$ cat src/shared/flash_cmd_pkg.sv
// Constants for the flash command and status logic
package flash_cmd_pkg;
   localparam logic [15:0] STATUS_ADDR   = 16'h1825;
   localparam logic [15:0] COMMAND_ADDR  = 16'h1826;
   localparam logic [15:0] ARRAY_BASE    = 16'hC000;
   localparam logic [15:0] ARRAY_LAST    = 16'hFFFF;
   localparam logic [7:0]  STATUS_RESET  = 8'hC0;
   localparam logic [7:0]  COMMAND_RESET = 8'h00;
   localparam int BIT_BUF_EMPTY = 7;
   localparam int BIT_COMPLETE  = 6;
   localparam int BIT_PROTECT   = 5;
   localparam int BIT_ACCERR    = 4;
   localparam int BIT_BLANK     = 2;
   localparam logic [7:0] CMD_BLANK_CHECK = 8'h05;
   localparam logic [7:0] CMD_BYTE_PROG   = 8'h20;
   localparam logic [7:0] CMD_BURST_PROG  = 8'h25;
   localparam logic [7:0] CMD_PAGE_ERASE  = 8'h40;
   localparam logic [7:0] CMD_MASS_ERASE  = 8'h41;
   localparam int unsigned PAGE_BYTES     = 512;
   localparam logic [7:0] ERASED_BYTE     = 8'hFF;
   localparam logic [1:0] SEC_UNSECURED   = 2'h2;
   localparam logic [7:0] PROG_CYCLES_RST  = 8'h08;
   localparam logic [7:0] ERASE_CYCLES_RST = 8'h20;
endpackage

$ cat src/rtl/flash_command_status_logic.sv
// Flash command sequencing and status flags of the embedded flash controller
//
// Design decision made here: the strobed register port.
`timescale 1ns/1ps
module flash_command_status_logic
   import flash_cmd_pkg::*;
#(
   parameter int ADDR_W = 16
) (
   input  wire logic              clock,
   input  wire logic              reset_n,
   input  wire logic [15:0]       reg_addr,
   input  wire logic [7:0]        reg_wdata,
   input  wire logic              reg_write,
   input  wire logic              reg_read,
   output logic      [7:0]        reg_rdata,
   input  wire logic [15:0]       array_wr_addr,
   input  wire logic [7:0]        array_wr_data,
   input  wire logic              array_wr,
   input  wire logic              divider_set,
   input  wire logic              stop_request,
   input  wire logic [15:0]       protect_limit,
   input  wire logic              protect_disable,
   input  wire logic [7:0]        array_rd_data,
   output logic      [15:0]       array_addr,
   output logic      [7:0]        array_data,
   output logic                   array_program,
   output logic                   array_erase,
   output logic      [1:0]        security_state_code,
   output logic                   busy
);
   import flash_cmd_pkg::*;

   typedef enum logic [2:0] {IDLE, PROGRAM, ERASE, BLANK_SCAN, DONE} phase_e;
   typedef enum logic [1:0] {SEQ_WAIT_DATA, SEQ_WAIT_CODE, SEQ_WAIT_LAUNCH} seq_e;

   typedef struct packed {
      phase_e      phase;
      seq_e        seq;
      logic        buf_empty;
      logic        complete;
      logic        protect_viol;
      logic        acc_err;
      logic        blank;
      logic [7:0]  cmd;
      logic [15:0] addr;
      logic [7:0]  data;
      logic        pend_valid;
      logic [7:0]  pend_cmd;
      logic [15:0] pend_addr;
      logic [7:0]  pend_data;
      logic [7:0]  timer;
      logic [15:0] scan_addr;
      logic        scan_ok;
      logic [1:0]  sec;
      logic [7:0]  rdata;
      logic        stop_s1;
      logic        stop_s2;
   } state_s;

   state_s st_q;
   state_s st_d;

   logic       wr_status;
   logic       wr_command;
   logic       launch;
   logic       code_legal;
   logic       code_needs_div;
   logic       target_protected;
   logic [15:0] page_mask;

   assign wr_status  = reg_write && (reg_addr == STATUS_ADDR);
   assign wr_command = reg_write && (reg_addr == COMMAND_ADDR);
   assign launch     = wr_status && reg_wdata[BIT_BUF_EMPTY] && st_q.buf_empty;
   assign page_mask  = ~16'(PAGE_BYTES - 1);

   always_comb begin
      unique case (st_q.cmd)
         CMD_BLANK_CHECK, CMD_BYTE_PROG, CMD_BURST_PROG,
         CMD_PAGE_ERASE, CMD_MASS_ERASE: code_legal = 1'b1;
         default:                        code_legal = 1'b0;
      endcase
      code_needs_div = (st_q.cmd != CMD_BLANK_CHECK);
      // Protected region runs from the array base up to the limit when enabled
      if (protect_disable) begin
         target_protected = 1'b0;
      end else if (st_q.cmd == CMD_MASS_ERASE) begin
         target_protected = 1'b1;
      end else if (st_q.cmd == CMD_BLANK_CHECK) begin
         target_protected = 1'b0;
      end else begin
         target_protected = (st_q.addr <= protect_limit);
      end
   end

   always_comb begin
      st_d = st_q;
      st_d.stop_s1 = stop_request;
      st_d.stop_s2 = st_q.stop_s1;
      st_d.rdata   = 8'h00;

      ////////////////////////////////////////////////////////////////////////
      // Register reads
      if (reg_read) begin
         if (reg_addr == STATUS_ADDR) begin
            st_d.rdata = 8'h00;
            st_d.rdata[BIT_BUF_EMPTY] = st_q.buf_empty;
            st_d.rdata[BIT_COMPLETE]  = st_q.complete;
            st_d.rdata[BIT_PROTECT]   = st_q.protect_viol;
            st_d.rdata[BIT_ACCERR]    = st_q.acc_err;
            st_d.rdata[BIT_BLANK]     = st_q.blank;
         end
      end

      ////////////////////////////////////////////////////////////////////////
      // Write sequence: array latch, then command code, then launch
      if (array_wr) begin
         if (st_q.seq == SEQ_WAIT_DATA && st_q.buf_empty) begin
            st_d.addr = array_wr_addr;
            st_d.data = array_wr_data;
            st_d.seq  = SEQ_WAIT_CODE;
         end else begin
            st_d.acc_err = 1'b1;
            st_d.seq     = SEQ_WAIT_DATA;
         end
      end
      if (wr_command) begin
         if (st_q.seq == SEQ_WAIT_CODE) begin
            st_d.cmd = reg_wdata;
            st_d.seq = SEQ_WAIT_LAUNCH;
         end else begin
            st_d.acc_err = 1'b1;
            st_d.seq     = SEQ_WAIT_DATA;
         end
      end

      // Clearing by writing 1; a hardware set later in this process wins
      if (wr_status && reg_wdata[BIT_PROTECT]) begin
         st_d.protect_viol = 1'b0;
      end
      if (wr_status && reg_wdata[BIT_ACCERR]) begin
         st_d.acc_err = 1'b0;
      end

      if (launch) begin
         st_d.seq = SEQ_WAIT_DATA;
         if (st_q.seq != SEQ_WAIT_LAUNCH || !code_legal) begin
            st_d.acc_err = 1'b1;
         end else if (code_needs_div && !divider_set) begin
            st_d.acc_err = 1'b1;
         end else if (target_protected) begin
            st_d.protect_viol = 1'b1;
         end else if (st_q.phase != IDLE) begin
            // Busy: only a burst after a burst may wait in the buffer
            if (st_q.cmd == CMD_BURST_PROG && st_q.pend_cmd == CMD_BURST_PROG) begin
               st_d.pend_valid = 1'b1;
               st_d.pend_addr  = st_q.addr;
               st_d.pend_data  = st_q.data;
               st_d.buf_empty  = 1'b0;
               st_d.complete   = 1'b0;
            end else begin
               st_d.acc_err = 1'b1;
            end
         end else begin
            st_d.buf_empty  = 1'b1;
            st_d.complete   = 1'b0;
            st_d.blank      = 1'b0;
            st_d.pend_cmd   = st_q.cmd;
            st_d.timer      = (st_q.cmd == CMD_PAGE_ERASE || st_q.cmd == CMD_MASS_ERASE)
                              ? ERASE_CYCLES_RST : PROG_CYCLES_RST;
            st_d.scan_addr  = ARRAY_BASE;
            st_d.scan_ok    = 1'b1;
            unique case (st_q.cmd)
               CMD_BLANK_CHECK: st_d.phase = BLANK_SCAN;
               CMD_PAGE_ERASE: begin
                  st_d.phase = ERASE;
                  st_d.addr  = st_q.addr & page_mask;
               end
               CMD_MASS_ERASE: st_d.phase = ERASE;
               default:        st_d.phase = PROGRAM;
            endcase
         end
      end

      ////////////////////////////////////////////////////////////////////////
      // Execution
      unique case (st_q.phase)
         IDLE: begin
         end
         PROGRAM, ERASE: begin
            if (st_q.timer != 8'h00) begin
               st_d.timer = st_q.timer - 8'h01;
            end else if (st_q.pend_valid) begin
               st_d.pend_valid = 1'b0;
               st_d.addr       = st_q.pend_addr;
               st_d.data       = st_q.pend_data;
               st_d.buf_empty  = 1'b1;
               st_d.timer      = PROG_CYCLES_RST;
            end else begin
               st_d.phase = DONE;
            end
         end
         BLANK_SCAN: begin
            if (array_rd_data != ERASED_BYTE) begin
               st_d.scan_ok = 1'b0;
            end
            if (st_q.scan_addr == ARRAY_LAST) begin
               st_d.phase = DONE;
               if (st_q.scan_ok && array_rd_data == ERASED_BYTE) begin
                  st_d.blank = 1'b1;
                  st_d.sec   = SEC_UNSECURED;
               end
            end else begin
               st_d.scan_addr = st_q.scan_addr + 16'h0001;
            end
         end
         DONE: begin
            st_d.phase = IDLE;
         end
      endcase

      if (st_q.phase == DONE && !st_q.pend_valid && st_q.buf_empty) begin
         st_d.complete = 1'b1;
         st_d.pend_cmd = 8'h00;
      end

      // A stop entered mid-command aborts it
      if (st_q.stop_s2 && st_q.phase != IDLE) begin
         st_d.acc_err    = 1'b1;
         st_d.phase      = IDLE;
         st_d.pend_valid = 1'b0;
         st_d.buf_empty  = 1'b1;
         st_d.complete   = 1'b1;
      end
   end

   always_ff @(posedge clock or negedge reset_n) begin
      if (!reset_n) begin
         st_q              <= '0;
         st_q.phase        <= IDLE;
         st_q.seq          <= SEQ_WAIT_DATA;
         st_q.buf_empty    <= STATUS_RESET[BIT_BUF_EMPTY];
         st_q.complete     <= STATUS_RESET[BIT_COMPLETE];
         st_q.cmd          <= COMMAND_RESET;
      end else begin
         st_q <= st_d;
      end
   end

   assign reg_rdata           = st_q.rdata;
   assign array_addr          = (st_q.phase == BLANK_SCAN) ? st_q.scan_addr : st_q.addr;
   assign array_data          = st_q.data;
   assign array_program       = (st_q.phase == PROGRAM);
   assign array_erase         = (st_q.phase == ERASE);
   assign security_state_code = st_q.sec;
   assign busy                = (st_q.phase != IDLE);
endmodule

$ cat config.mk
export PLATFORM = sky130hd
export DESIGN_NAME = flash_command_status_logic
export DESIGN_NICKNAME = d
export VERILOG_FILES = /design/src/shared/flash_cmd_pkg.sv /design/src/rtl/flash_command_status_logic.sv
export SDC_FILE = /design/constraint.sdc
export NUM_CORES = 1
export LEC_CHECK = 0
export BUFFER_PORTS_ARGS = -buffer_cell sky130_fd_sc_hd__buf_2
export CORE_UTILIZATION = 55
export CTS_BUF_LIST = sky130_fd_sc_hd__clkbuf_16
export DETAILED_ROUTE_END_ITERATION = 6
export MAX_ROUTING_LAYER = met4
export PLACE_DENSITY = 0.85
export SYNTH_ARGS = -nofsm -noshare
export SYNTH_HDL_FRONTEND = slang
export SYNTH_SLANG_ARGS = --single-unit
$ cat constraint.sdc
create_clock -name clock -period 5.1 [get_ports clock]
set_clock_uncertainty 0.15 [all_clocks]
set_input_delay 0.255 -clock clock [delete_from_list [all_inputs] [get_ports clock]]
set_output_delay 0.255 -clock clock [all_outputs]
set_load 0.03 [all_outputs]
==> impl_metrics.ini <==
[finish]
drive_gt1_frac = 0.250
finalNetCount = 810
final_cells = 853
final_common_cell = buf_2
diodes = 0
syn_to_final_growth_pct = 15.8
final_cell_mix = buf_2 (111), nand2_1 (106), dfrtp_1 (106)

[clock_network]
clock_path_buffers = 2
cts_tree = done
cts_root_buffer = clkbuf_16
hold_buffers = 5
cts_resized = 0
post_cts_buffers = 0
clkLatencyLatePin_ns = 0.35
cts_made_buffers = 9
htreeDepth = 3
clkSlewWorstSetupHoldPaths_ns = 0.08
clock_sinks = 108

[worst_setup_path]
cp-start-kind = flop
cpMaxStageDelayCell = nor2_4
path_cells = ha_1 -> nand4_1 -> nor4_1 -> a21boi_0 -> o41a_2 -> o21ai_2 -> nor2_4 -> mux2_2
required_ns = 5.18
arrival_ns = 3.43
cp_max_fo = 26
end_kind = flop
slowest_delay_ns = 0.78
worst-setup-path-type = reg2reg

[yosys]
syn_avg_cell_area_um2 = 9.54
yosysSeqAreaShare = 0.462
async_reset_ff_frac = 1.00
ys_ff_latch = 108
yosys_most_used_dff = dfrtp_1
yosysUniqueCellTypes = 66
synth_edf_count = 0
synth_area_um2 = 5860
syn_inst = 614
ys_warn_count = 0

[sta]
tns_ns = 0
setup-violations-final = 0
rsz0062_at_grt = no
slew-limit-headroom = 0.283
hold_viol_final = 0
fin_crit_sh = 0.657
max_freq_mhz = 299
fin_crit_ns = 3.35
setup_ws_ns = 1.75
hold_slack_ns = 0.00482
tightest_slew_ns = 1.07
drv_slew = 0

[power]
worst_ir_drop_vdd_mv = 0.232
p_per_area_nw_per_um2 = 303
power_w = 0.00206
leakage_nw = 3.33

[detailed_routing]
drc = 0
finalWirelength_um = 14200
viasPerCell = 5.78
wl_per_cell_um = 16.6
firstDrtPassIters = 5
drtIter0Drc = 325
vias = 4930
ant_nets = 0

[die]
io_pins = 117
rows = 37
die_x_um = 105
die_y_um = 105
start_util = 0.567
design.core.area_um2 = 10300
dieArea_um2 = 11100

[placed_design]
io_buffers = 112
dp.cells = 832
globalplace.congestion = 0.948
dp_slack_ns = 1.75
dp.final_hpwl_um = 10100

[global_route]
grt_antenna_before_repair = 0
gr-total-overflow = 0
grt_pass1_vias = 4884
grt_pass1_wl_um = 23200
grt_use_total = 0.273
grt_max_degree = 58

[flow_run]
cap_violations = 0

[outcome]
outcome = complete, no violations

[worst_hold_path]
min_path_type = in2reg
-- critical path, delay by kind of cell (launching register included) --
family,cells,cell delay [ns]
AND/OR/NAND/NOR,3,1.30
AO/OA/AOI/OAI,3,0.59
multiplexers,1,0.43
flip-flops,1,0.42
adder cells (fa/ha/maj),1,0.31
-- synthesized netlist by cell type, types with 5 or more instances --
| cell type | number | share of area |
|---|---|---|
| nand4_1 | 8 | 0.0085 |
| nand3_1 | 17 | 0.015 |
| a31oi_1 | 12 | 0.013 |
| nor2_1 | 45 | 0.029 |
| nor3_1 | 15 | 0.013 |
| o21a_1 | 5 | 0.0064 |
| mux2i_1 | 24 | 0.041 |
| clkbuf_1 | 15 | 0.0096 |
| ha_1 | 18 | 0.038 |
| inv_1 | 29 | 0.019 |
| dfrtp_1 | 106 | 0.45 |
| o21ai_0 | 45 | 0.038 |
| mux2_2 | 12 | 0.023 |
| mux2_4 | 17 | 0.044 |
| and3_1 | 13 | 0.014 |
| nand2_1 | 106 | 0.068 |
| a21oi_1 | 18 | 0.015 |
| o21ai_1 | 10 | 0.0085 |
| buf_4 | 18 | 0.023 |
-- registers in the layout, indices dropped and copies added, names as in the netlist --
| register | count |
|---|---|
| array_data | 8 |
| reg_rdata | 5 |
| security_state_code | 1 |
| st_d | 1 |
| st_q | 93 |
-- layer usage --
layer  part of all wire  vias up  global-route usage
met4              0.026        0              0.0986
met3              0.056       38              0.0518
met2               0.49      197               0.432
li1                   -     2326                   -
met5                  0        -                   -
met1               0.43     2369               0.350
-- through the flow --
stage                     instance area (um^2)  utilization
after floorplan                           5870            -
after global placement                    6420        0.622
after detailed placement                  6420        0.622
after CTS                                 6780        0.657
after global routing                      6780        0.657
final                                     6780        0.657
-- logic make-up (layout without fill, tap and decap cells) --
logic type	count (synthesis)	after routing	share of synthesized area
multiplexers	54	54	0.110
other	1	4	0.000640
AND/OR/NAND/NOR	242	242	0.199
flip-flops	108	108	0.462
adder cells (fa/ha/maj)	18	18	0.0385
buffers and inverters	68	168	0.0579
XOR/XNOR	6	6	0.00897
AO/OA/AOI/OAI	117	117	0.124
-- worst paths after layout --
check	end	slack, ns	from	depth (start not counted)
worst max-delay path	st_q[41]$_DFFE_PN0P_	1.75	st_q[91]$_DFF_PN0_	8
worst min-delay path	st_q[96]$_DFFE_PN0P_	0.005	reg_wdata[2]	2
worst max register to register	st_q[41]$_DFFE_PN0P_	1.75	st_q[91]$_DFF_PN0_	8
worst min register to register	st_q[0]$_DFF_PN0_	0.20	st_d[0]$_DFF_PN0_	0
max in group asynchronous	st_q[43]$_DFFE_PN0P_	3.31	reset_n	3
min in group asynchronous	st_q[34]$_DFF_PN0_	0.36	reset_n	2
-- where the power goes --
group	internal, W	total [W]	switching [W]
logic	0.000137	0.000382	0.000245
clock network	0.000390	0.000723	0.000333
registers	0.000901	0.000952	0.0000511
total	0.00143	0.00206	0.000629
-- final cells by class --
cell class	instances	area (um^2)
fillers	788	3540
multi-input cells	441	2830
inverters	29	109
well taps	136	170
repair buffers	123	658
flip-flops and latches	108	2710
clock inverters	7	82.6
clock buffers	9	225
No activity file was read; power rests on OpenSTA's default activity.
